File: config.mk
export PLATFORM = sky130hd
export DESIGN_NAME = lcdc_top
export DESIGN_NICKNAME = d
export VERILOG_FILES = /design/src/lcdc_pkg.sv /design/src/lcdc_top.sv
export VERILOG_INCLUDE_DIRS = /design/src
export SDC_FILE = /design/constraint.sdc
export NUM_CORES = 2
export LEC_CHECK = 0
export BUFFER_PORTS_ARGS = -buffer_cell sky130_fd_sc_hd__buf_2
export CAP_MARGIN = 15
export CORE_MARGIN = 2
export CORE_UTILIZATION = 59
export CTS_BUF_LIST = sky130_fd_sc_hd__clkbuf_2 sky130_fd_sc_hd__clkbuf_4 sky130_fd_sc_hd__clkbuf_8
export CTS_CLUSTER_DIAMETER = 80
export CTS_CLUSTER_SIZE = 25
export DETAILED_ROUTE_END_ITERATION = 6
export HOLD_SLACK_MARGIN = 0.08
export PLACE_DENSITY = 0.79
export SLEW_MARGIN = 20
export SYNTH_ARGS = -nofsm -noshare
export SYNTH_HDL_FRONTEND = slang
export SYNTH_SLANG_ARGS = --single-unit
File: constraint.sdc
create_clock -name clk_i -period 19.7 [get_ports clk_i]
set_clock_uncertainty 0.15 [all_clocks]
set_input_delay 1.97 -clock clk_i [delete_from_list [all_inputs] [get_ports clk_i]]
set_output_delay 1.97 -clock clk_i [all_outputs]
set_load 0.005 [all_outputs]
File: src/lcdc_regs.svh
// Purpose: constants of the lcd driver command decoder
// Assumes: 8-bit host port, 5 pages of 80 columns of display memory
// Notes: command codes are matched with their option bits masked off
`ifndef LCDC_REGS_SVH
`define LCDC_REGS_SVH
`define LCDC_CMD_DISP     8'hAE
`define LCDC_CMD_ADC      8'hA0
`define LCDC_CMD_STATIC   8'hA4
`define LCDC_CMD_DUTY     8'hA8
`define LCDC_CMD_DUTY1    8'hAA
`define LCDC_CMD_CLKSTOP  8'hE6
`define LCDC_MASK_BIT     8'hFE
`define LCDC_CMD_RMW      8'hE0
`define LCDC_CMD_END      8'hEE
`define LCDC_CMD_RESET    8'hE2
`define LCDC_CMD_POWER    8'hB0
`define LCDC_MASK_POWER   8'hF8
`define LCDC_CMD_CONTRAST 8'h80
`define LCDC_MASK_CONTR   8'hE0
`define LCDC_CMD_LINE     8'hC0
`define LCDC_CMD_PAGE     8'hB8
`define LCDC_CMD_COLUMN   8'h00
`define LCDC_MASK_COLUMN  8'h80
`define LCDC_COL_LAST     7'h4F
`define LCDC_PAGE_IND     3'h4
`define LCDC_RST_POWER    3'h0
`define LCDC_RST_CONTRAST 5'h00
`define LCDC_RST_DUTY     1'b1
`endif

File: src/lcdc_pkg.sv
// Purpose: types of the lcd driver command decoder
// Assumes: nothing beyond the constants header
// Notes: host bytes travel through the fifo as an lcdc_word_t
package lcdc_pkg;
    typedef struct packed {
        logic       data_sel;
        logic [7:0] value;
    } lcdc_word_t;
    typedef struct packed {
        logic       booster;
        logic       regulator;
        logic       follower;
    } lcdc_power_t;
    typedef enum logic [1:0] {
        LCDC_ST_IDLE  = 2'b00,
        LCDC_ST_WRITE = 2'b01,
        LCDC_ST_READ  = 2'b10
    } lcdc_state_t;
endpackage

File: src/lcdc_top.sv
// Purpose: command decoder, display memory and a 32-word write fifo
// Assumes: host strobes arrive asynchronous and are synchronised here
// Notes: writes queue in the fifo; a read waits until the fifo is drained
`timescale 1ns/10ps
`include "lcdc_regs.svh"
module lcdc_fifo #(
    parameter int WIDTH = 9,
    parameter int DEPTH = 32
) (
    input  wire logic             clk_i,
    input  wire logic             rst_n_i,
    input  wire logic [WIDTH-1:0] in_data_i,
    input  wire logic             in_valid_i,
    output logic                  in_ready_o,
    output logic      [WIDTH-1:0] out_data_o,
    output logic                  out_valid_o,
    input  wire logic             out_ready_i
);
    localparam int AW = $clog2(DEPTH);
    logic [WIDTH-1:0] mem [DEPTH];
    logic [AW:0]      wr_reg;
    logic [AW:0]      wr_next;
    logic [AW:0]      rd_reg;
    logic [AW:0]      rd_next;
    logic             push;
    logic             pop;
    always_comb begin
        in_ready_o  = (wr_reg - rd_reg) != (AW+1)'(DEPTH);
        out_valid_o = wr_reg != rd_reg;
        out_data_o  = mem[rd_reg[AW-1:0]];
        push        = in_valid_i && in_ready_o;
        pop         = out_valid_o && out_ready_i;
        wr_next     = push ? wr_reg + 1'b1 : wr_reg;
        rd_next     = pop ? rd_reg + 1'b1 : rd_reg;
    end
    always_ff @(posedge clk_i) begin
        if (push) begin
            mem[wr_reg[AW-1:0]] <= in_data_i;
        end
    end
    always_ff @(posedge clk_i or negedge rst_n_i) begin
        if (!rst_n_i) begin
            wr_reg <= '0;
            rd_reg <= '0;
        end else begin
            wr_reg <= wr_next;
            rd_reg <= rd_next;
        end
    end
endmodule

module lcdc_top #(
    parameter int COLUMNS = 80,
    parameter int DEPTH   = 32
) (
    input  wire logic       clk_i,
    input  wire logic       rst_n_i,
    input  wire logic       command_data_select_i,
    input  wire logic       wr_n_i,
    input  wire logic       rd_n_i,
    input  wire logic [7:0] data_i,
    output logic      [7:0] data_o,
    output logic            data_oe_o,
    output logic            busy_o,
    output logic            display_on_o,
    output logic            seg_reverse_o,
    output logic            all_lit_o,
    output logic            duty_sixteen_o,
    output logic            duty_plus_one_o,
    output logic            indicator_common_pin_o,
    output logic            power_save_o,
    output logic      [2:0] power_circuit_enables_o,
    output logic      [4:0] contrast_level_o,
    output logic      [4:0] start_line_o,
    output logic            display_clock_out_o,
    output logic            outputs_at_supply_o
);
    logic [2:0] wr_sync_reg;
    logic [2:0] rd_sync_reg;
    logic       sel_s1_reg;
    logic       sel_s2_reg;
    logic [7:0] d_s1_reg;
    logic [7:0] d_s2_reg;
    always_ff @(posedge clk_i or negedge rst_n_i) begin
        if (!rst_n_i) begin
            wr_sync_reg <= 3'h7;
            rd_sync_reg <= 3'h7;
            sel_s1_reg  <= 1'b0;
            sel_s2_reg  <= 1'b0;
            d_s1_reg    <= 8'h00;
            d_s2_reg    <= 8'h00;
        end else begin
            wr_sync_reg <= {wr_sync_reg[1:0], wr_n_i};
            rd_sync_reg <= {rd_sync_reg[1:0], rd_n_i};
            sel_s1_reg  <= command_data_select_i;
            sel_s2_reg  <= sel_s1_reg;
            d_s1_reg    <= data_i;
            d_s2_reg    <= d_s1_reg;
        end
    end
    // write strobe taken at its rising (release) edge, data settled by then; read strobe taken at its falling edge
    logic wr_ev;
    logic rd_ev;
    assign wr_ev = wr_sync_reg[2:1] == 2'b01;
    assign rd_ev = rd_sync_reg[2:1] == 2'b10;

    lcdc_pkg::lcdc_word_t in_word;
    lcdc_pkg::lcdc_word_t q_word;
    logic                 q_valid;
    logic                 q_ready;
    logic                 in_ready;
    assign in_word.data_sel = sel_s2_reg;
    assign in_word.value    = d_s2_reg;
    lcdc_fifo #(.WIDTH(9), .DEPTH(DEPTH)) u_fifo (
        .clk_i       (clk_i),
        .rst_n_i     (rst_n_i),
        .in_data_i   (in_word),
        .in_valid_i  (wr_ev),
        .in_ready_o  (in_ready),
        .out_data_o  (q_word),
        .out_valid_o (q_valid),
        .out_ready_i (q_ready)
    );

    function automatic logic cmd_is(input logic [7:0] b, input logic [7:0] code,
                                    input logic [7:0] mask);
        return (b & mask) == code;
    endfunction

    logic [7:0] ram [5*COLUMNS];
    logic [6:0] col_reg,   col_next;
    logic [6:0] saved_reg, saved_next;
    logic [2:0] page_reg,  page_next;
    logic [4:0] line_reg,  line_next;
    logic [4:0] contr_reg, contr_next;
    logic [2:0] pwr_reg,   pwr_next;
    logic       on_reg, on_next, adc_reg, adc_next, stat_reg, stat_next;
    logic       duty_reg, duty_next, dp1_reg, dp1_next, rmw_reg, rmw_next;
    logic       cstop_reg, cstop_next, ps_reg, ps_next;
    logic [7:0] latch_reg, latch_next;
    logic       ram_we;
    logic [7:0] ram_wdata;
    logic [8:0] addr;
    logic [7:0] cmd;
    logic       pend_rd_reg, pend_rd_next;
    logic [3:0] clkdiv_reg, clkdiv_next;

    assign addr = 9'(page_reg) * 9'(COLUMNS) + 9'(col_reg);
    assign cmd  = q_word.value;
    // reads wait for queued writes so they see fresh memory
    assign q_ready = 1'b1;

    function automatic logic [6:0] col_inc(input logic [6:0] c);
        return (c == `LCDC_COL_LAST) ? c : c + 7'h01;
    endfunction

    always_comb begin
        col_next = col_reg; saved_next = saved_reg; page_next = page_reg;
        line_next = line_reg; contr_next = contr_reg; pwr_next = pwr_reg;
        on_next = on_reg; adc_next = adc_reg; stat_next = stat_reg;
        duty_next = duty_reg; dp1_next = dp1_reg; rmw_next = rmw_reg;
        cstop_next = cstop_reg; ps_next = ps_reg; latch_next = latch_reg;
        ram_we = 1'b0; ram_wdata = cmd;
        pend_rd_next = pend_rd_reg || rd_ev;
        if (q_valid && q_word.data_sel) begin
            ram_we   = 1'b1;
            // indicator page keeps only bit 0
            if (page_reg == `LCDC_PAGE_IND) ram_wdata = {7'h00, cmd[0]};
            col_next = col_inc(col_reg);
        end else if (q_valid) begin
            if (cmd_is(cmd, `LCDC_CMD_DISP, `LCDC_MASK_BIT)) begin
                on_next = cmd[0];
                if (cmd[0]) ps_next = 1'b0;
            end else if (cmd_is(cmd, `LCDC_CMD_ADC, `LCDC_MASK_BIT)) begin
                adc_next = cmd[0];
            end else if (cmd_is(cmd, `LCDC_CMD_STATIC, `LCDC_MASK_BIT)) begin
                stat_next = cmd[0];
                if (cmd[0] && !on_reg) begin
                    ps_next  = 1'b1;
                    pwr_next = `LCDC_RST_POWER;
                end
                if (!cmd[0]) ps_next = 1'b0;
            end else if (cmd_is(cmd, `LCDC_CMD_DUTY, `LCDC_MASK_BIT)) begin
                duty_next = cmd[0];
            end else if (cmd_is(cmd, `LCDC_CMD_DUTY1, `LCDC_MASK_BIT)) begin
                dp1_next = cmd[0];
            end else if (cmd_is(cmd, `LCDC_CMD_CLKSTOP, `LCDC_MASK_BIT)) begin
                cstop_next = cmd[0];
            end else if (cmd == `LCDC_CMD_RMW) begin
                rmw_next   = 1'b1;
                saved_next = col_reg;
            end else if (cmd == `LCDC_CMD_END) begin
                if (rmw_reg) col_next = saved_reg;
                rmw_next = 1'b0;
            end else if (cmd == `LCDC_CMD_RESET) begin
                line_next  = 5'h00;
                col_next   = 7'h00;
                page_next  = 3'h0;
                contr_next = `LCDC_RST_CONTRAST;
            end else if (cmd_is(cmd, `LCDC_CMD_POWER, `LCDC_MASK_POWER)) begin
                pwr_next = cmd[2:0];
            end else if (cmd_is(cmd, `LCDC_CMD_CONTRAST, `LCDC_MASK_CONTR)) begin
                contr_next = cmd[4:0];
            end else if (cmd_is(cmd, `LCDC_CMD_LINE, `LCDC_MASK_CONTR)) begin
                line_next = cmd[4:0];
            end else if (cmd_is(cmd, `LCDC_CMD_PAGE, `LCDC_MASK_POWER)) begin
                if (cmd[2:0] <= `LCDC_PAGE_IND) page_next = cmd[2:0];
            end else if (cmd_is(cmd, `LCDC_CMD_COLUMN, `LCDC_MASK_COLUMN)) begin
                if (cmd[6:0] <= `LCDC_COL_LAST) col_next = cmd[6:0];
            end
        end else if (pend_rd_reg) begin
            // fifo empty here, so memory holds all earlier writes
            pend_rd_next = rd_ev;
            if (sel_s2_reg) begin
                latch_next = ram[addr];
                if (!rmw_reg) col_next = col_inc(col_reg);
            end
        end
        clkdiv_next = clkdiv_reg + 4'h1;
    end

    always_ff @(posedge clk_i) begin
        if (ram_we) begin
            ram[addr] <= ram_wdata;
        end
    end

    always_ff @(posedge clk_i or negedge rst_n_i) begin
        if (!rst_n_i) begin
            col_reg <= 7'h00; saved_reg <= 7'h00; page_reg <= 3'h0;
            line_reg <= 5'h00; contr_reg <= `LCDC_RST_CONTRAST;
            pwr_reg <= `LCDC_RST_POWER;
            on_reg <= 1'b0; adc_reg <= 1'b1; stat_reg <= 1'b0;
            duty_reg <= `LCDC_RST_DUTY; dp1_reg <= 1'b0; rmw_reg <= 1'b0;
            cstop_reg <= 1'b0; ps_reg <= 1'b0; latch_reg <= 8'h00;
            pend_rd_reg <= 1'b0; clkdiv_reg <= 4'h0;
        end else begin
            col_reg <= col_next; saved_reg <= saved_next; page_reg <= page_next;
            line_reg <= line_next; contr_reg <= contr_next; pwr_reg <= pwr_next;
            on_reg <= on_next; adc_reg <= adc_next; stat_reg <= stat_next;
            duty_reg <= duty_next; dp1_reg <= dp1_next; rmw_reg <= rmw_next;
            cstop_reg <= cstop_next; ps_reg <= ps_next; latch_reg <= latch_next;
            pend_rd_reg <= pend_rd_next; clkdiv_reg <= clkdiv_next;
        end
    end

    // output stage, every output registered
    always_ff @(posedge clk_i or negedge rst_n_i) begin
        if (!rst_n_i) begin
            data_o <= 8'h00; data_oe_o <= 1'b0; busy_o <= 1'b0;
            display_on_o <= 1'b0; seg_reverse_o <= 1'b0; all_lit_o <= 1'b0;
            duty_sixteen_o <= 1'b1; duty_plus_one_o <= 1'b0;
            indicator_common_pin_o <= 1'b0; power_save_o <= 1'b0;
            power_circuit_enables_o <= 3'h0; contrast_level_o <= 5'h00;
            start_line_o <= 5'h00; display_clock_out_o <= 1'b0;
            outputs_at_supply_o <= 1'b0;
        end else begin
            // bus shows the previously latched byte while the read strobe is low
            // taken at the read event, before this read's prefetch reloads the latch
            if (rd_ev && sel_s2_reg) data_o <= latch_reg;
            data_oe_o <= !rd_sync_reg[1] && sel_s2_reg;
            busy_o <= !in_ready;
            display_on_o <= on_reg && !ps_reg;
            seg_reverse_o <= adc_reg;
            all_lit_o <= stat_reg && !ps_reg;
            duty_sixteen_o <= duty_reg;
            duty_plus_one_o <= dp1_reg;
            indicator_common_pin_o <= dp1_reg && ram[9'(`LCDC_PAGE_IND) * 9'(COLUMNS)][0];
            power_save_o <= ps_reg;
            power_circuit_enables_o <= ps_reg ? 3'h0 : pwr_reg;
            contrast_level_o <= pwr_reg[1] ? contr_reg : 5'h00;
            start_line_o <= line_reg;
            display_clock_out_o <= !cstop_reg && !ps_reg && clkdiv_reg[3];
            outputs_at_supply_o <= ps_reg;
        end
    end

    property p_ps_entry;
        @(posedge clk_i) disable iff (!rst_n_i)
        (q_valid && !q_word.data_sel && cmd == 8'hA5 && !on_reg) |=> ps_reg && pwr_reg == 3'h0;
    endproperty
    a_ps_entry: assert property (p_ps_entry) else $error("power save not entered");
    property p_ps_clk;
        @(posedge clk_i) disable iff (!rst_n_i) ps_reg |=> !display_clock_out_o;
    endproperty
    a_ps_clk: assert property (p_ps_clk) else $error("clock runs in power save");
    property p_end;
        @(posedge clk_i) disable iff (!rst_n_i)
        (q_valid && !q_word.data_sel && cmd == 8'hEE && rmw_reg) |=> col_reg == $past(saved_reg);
    endproperty
    a_end: assert property (p_end) else $error("column not restored");
    property p_wr_inc;
        @(posedge clk_i) disable iff (!rst_n_i)
        (q_valid && q_word.data_sel && col_reg < 7'h4F) |=> col_reg == $past(col_reg) + 7'h01;
    endproperty
    a_wr_inc: assert property (p_wr_inc) else $error("write did not advance");
    property p_contr;
        @(posedge clk_i) disable iff (!rst_n_i) !pwr_reg[1] |=> contrast_level_o == 5'h00;
    endproperty
    a_contr: assert property (p_contr) else $error("contrast without regulator");
    property p_rst_keep;
        @(posedge clk_i) disable iff (!rst_n_i)
        (q_valid && !q_word.data_sel && cmd == 8'hE2) |=> pwr_reg == $past(pwr_reg) && col_reg == 7'h00;
    endproperty
    a_rst_keep: assert property (p_rst_keep) else $error("soft reset wrong");
    property p_rmw_rd;
        @(posedge clk_i) disable iff (!rst_n_i)
        (rmw_reg && !q_valid && pend_rd_reg) |=> col_reg == $past(col_reg);
    endproperty
    a_rmw_rd: assert property (p_rmw_rd) else $error("read moved column in rmw");
    property p_exit;
        @(posedge clk_i) disable iff (!rst_n_i)
        (q_valid && !q_word.data_sel && cmd == 8'hAF) |=> !ps_reg ##1 !power_save_o;
    endproperty
    a_exit: assert property (p_exit) else $error("power save not left");
    property p_rd_prev;
        @(posedge clk_i) disable iff (!rst_n_i)
        (rd_ev && sel_s2_reg) |=> data_o == $past(latch_reg);
    endproperty
    a_rd_prev: assert property (p_rd_prev) else $error("read not from old latch");
    property p_seg;
        @(posedge clk_i) disable iff (!rst_n_i)
        (q_valid && !q_word.data_sel && (cmd & 8'hFE) == 8'hA0) |=> adc_reg == $past(cmd[0]);
    endproperty
    a_seg: assert property (p_seg) else $error("segment direction not taken");
    property p_soft_clr;
        @(posedge clk_i) disable iff (!rst_n_i)
        (q_valid && !q_word.data_sel && cmd == 8'hE2) |=> line_reg == 5'h00 && page_reg == 3'h0;
    endproperty
    a_soft_clr: assert property (p_soft_clr) else $error("soft reset left state");
    property p_cstop;
        @(posedge clk_i) disable iff (!rst_n_i) cstop_reg |=> !display_clock_out_o;
    endproperty
    a_cstop: assert property (p_cstop) else $error("clock output not stopped");
    property p_lit;
        @(posedge clk_i) disable iff (!rst_n_i) (stat_reg && !ps_reg) |=> all_lit_o;
    endproperty
    a_lit: assert property (p_lit) else $error("static drive not lit");
    c_ps:   cover property (@(posedge clk_i) ps_reg ##1 !ps_reg);
    c_rd:   cover property (@(posedge clk_i) rd_ev && rmw_reg);
    c_ind:  cover property (@(posedge clk_i) indicator_common_pin_o);
    c_rmw:  cover property (@(posedge clk_i) rmw_reg ##1 !rmw_reg);
    c_full: cover property (@(posedge clk_i) !in_ready);
endmodule

==> run metrics <==
Relative slew margins=0.1654; Routed wire per std cell=between 30 and 40 um; register bit total from synthesis=3,606; IO Port Bufs=44; worst r2r dst=latch_reg[1]; initial antenna violation count=13; post-route clock period utilization=0.3569; cell count of the worst reg-to-reg path=10; Req. time, crit path=20,480 ps; Data arrival, critical path=7810 ps; launch point of the critical path=col_reg[0]; Syn Inst Count=6,161; Initial Util=0.5940; syn avg cell area=around 23 sq um; drt drc=1; # rows=178; most frequent cells in the layout=3,488 x edfxtp_1, 1,042 x mux4_2, 458 x nor2_1; I/O Pins=45; root buffer cell=clkbuf_8; CTS buffer count=166; Vias=between 60,000 and 70,000; CTS max path bufs=3; synth top area cells=edfxtp_1 75%, mux4_2 17%, dfrtp_1 2.0%; post-synthesis sequential area ratio=0.7702; area grow syn2layout=4.945%; CP Capture Type=register; Num Clock Sinks=3,606; worst-path fanout max=47; DR iter-0 viols=10,290; reg2reg setup slack=roughly 13,000 ps; Main synth FF type=edfxtp_1; Ys Warns=0; Pins Over Slew Limit=0; vias per cell=6.945; Die ar.=between 200,000 and 250,000 sq um; # fillers=roughly 15,000; Setup violations, final=0; Mapped Area=139,800 sq um; area leader, netlist=edfxtp_1; RR Startpoint=col_reg[0]; height of the die=about 490 um; share of the synthesized area in the top cell type=0.7490; Post-synth EDFFs=3,488; Post-DRT Antenna Nets=0; Leak=44.20 nW; Skew-Pair Late Insertion Delay=1070 ps; placeable core area=235,400 sq um; peak supply drop=~0.34 mV; pre-CTS setup slack=12,260 ps; Total GRT Usage=0.2623; kind of critical path=reg -> reg; Placer Congestion=0.8901; H-tree depth=4; grt total ovfl=0; post-CTS sizing=0; Synthesized Nets=between 6,000 and 7,000; RSZ-0062 raised after global routing=false; largest reg by FF count=ram; critical path launch point type=register; HPWL after detailed placement=186,600 um; status=finished, violations left; Hold Fails Final Rpt=0; first drt pass iteration count=7; TritonCTS clock tree=done; routed wire length=315,900 um; setup TNS=0 ps; synth unique cells=94; fin crit period=7031 ps; worst setup margin=12,670 ps; failing checks=design-rule violations; nets=6,158; die width=490.8 um; worst hold path class=reg -> reg; commonest non-fill, non-tap cell in the layout=edfxtp_1; crit path capture=latch_reg[1]; Power Dens Cells=163.9 nW/um^2; Layout Utilization=0.6234; share of layout cells above drive strength 1=0.2541; postcts setup bufs=0; Worst Tran Pin Value=1252 ps; post-synthesis async set-or-reset flop share=0.03272; max reg flops=3,200; CTS Hold Buffers Added=0; largest net degree at the start of global routing=254; vias in the first global route=roughly 64,000; fmax=around 0.14 GHz; overall power=approximately 24 mW; Max Cap Violations=0; Worst-path clk slew=140 ps; first-pass GRT wire length=455,100 um
==> cell type report <==
type,instances,area [sq um],area share
flip-flops and latches,3606,107700,0.7341
multi-input cells,2165,30630,0.2087
well taps,3150,3941,0.02686
clock buffers,215,2659,0.01812
repair buffers,155,1325,0.009029
clock inverters,32,312.8,0.002132
inverters,30,120.1,0.0008185
diodes,11,27.53,0.0001876
==> logic make-up (layout without fill, tap and decap cells) <==
kind of cell / after synthesis / count (layout) / share of synthesized area
AOI/OAI and AO/OA: 214 / 214 / 0.01197
xor gates and xnor gates: 23 / 23 / 0.001441
adders and majority gates: 21 / 21 / 0.001933
buffers and inverters: 390 / 432 / 0.01308
DFF: 3606 / 3606 / 0.7702
muxes: 1156 / 1156 / 0.1775
other: 0 / 11 / 0
and+or+nand+nor: 751 / 751 / 0.02379
==> report_power, final <==
| group | leakage, nW | internal, mW | switching, mW |
|---|---|---|---|
| clock network | 1.55 | 0.919 | 2.16 |
| registers | 32.8 | 11.3 | 0.228 |
| logic | 9.84 | 2.99 | 6.42 |
==> per-stage QoR <==
stage | instances | hold WS (ps) | area, sq um
after floorplan | 6161 | 181.2 | 139800
after CTS | 9348 | 216.4 | 146500
final | 9364 | 213.2 | 146700
after global routing | 9356 | 226.6 | 146700
after global placement | 9100 | 189.3 | 143500
after detailed placement | 9101 | 184.7 | 143600
==> Yosys cell counts, types with 20 or more instances <==
| cell type | number |
|---|---|
| nor2b_1 | 24 |
| clkbuf_1 | 202 |
| nand4_1 | 24 |
| nand2b_1 | 25 |
| buf_1 | 26 |
| dfrtp_1 | 109 |
| mux4_2 | 1042 |
| nand3_1 | 54 |
| nor2_1 | 477 |
| ha_1 | 20 |
| mux2_2 | 21 |
| a22oi_1 | 41 |
| edfxtp_1 | 3488 |
| nand2_1 | 63 |
| mux2i_1 | 69 |
| a21oi_1 | 35 |
| buf_2 | 103 |
| inv_1 | 28 |
==> worst min-delay path by stage <==
stage / from / endpoint / cells past startpoint
after global placement: d_s1_reg[7] / d_s2_reg[7] / 0
final: wr_sync_reg[1] / wr_sync_reg[2] / 0
after floorplan: d_s1_reg[0] / d_s2_reg[0] / 0
after global routing: wr_sync_reg[1] / wr_sync_reg[2] / 0
after detailed placement: d_s1_reg[0] / d_s2_reg[0] / 0
after CTS: d_s1_reg[0] / d_s2_reg[0] / 0
==> worst max-delay path, cell delays in order, from the launching register on <==
cell and delay (ps):
dfrtp_4 1020, buf_4 800, buf_4 820, buf_4 790, buf_4 730, mux4_2 600
mux4_2 540, mux4_2 500, a22o_1 260, a311oi_1 420, a21oi_1 140
==> layer usage <==
| layer | GRT usage | wire, um | vias to the layer above | share of wire |
|---|---|---|---|---|
| met5 | 0 | 37 | - | 0.00012 |
| met1 | 0.3738 | 115200 | 34500 | 0.36 |
| met4 | 0.08360 | 10310 | 6 | 0.033 |
| li1 | - | - | 25570 | - |
| met2 | 0.4103 | 153900 | 4379 | 0.49 |
| met3 | 0.06067 | 36430 | 571 | 0.12 |
(Power assumes the default switching activity.)
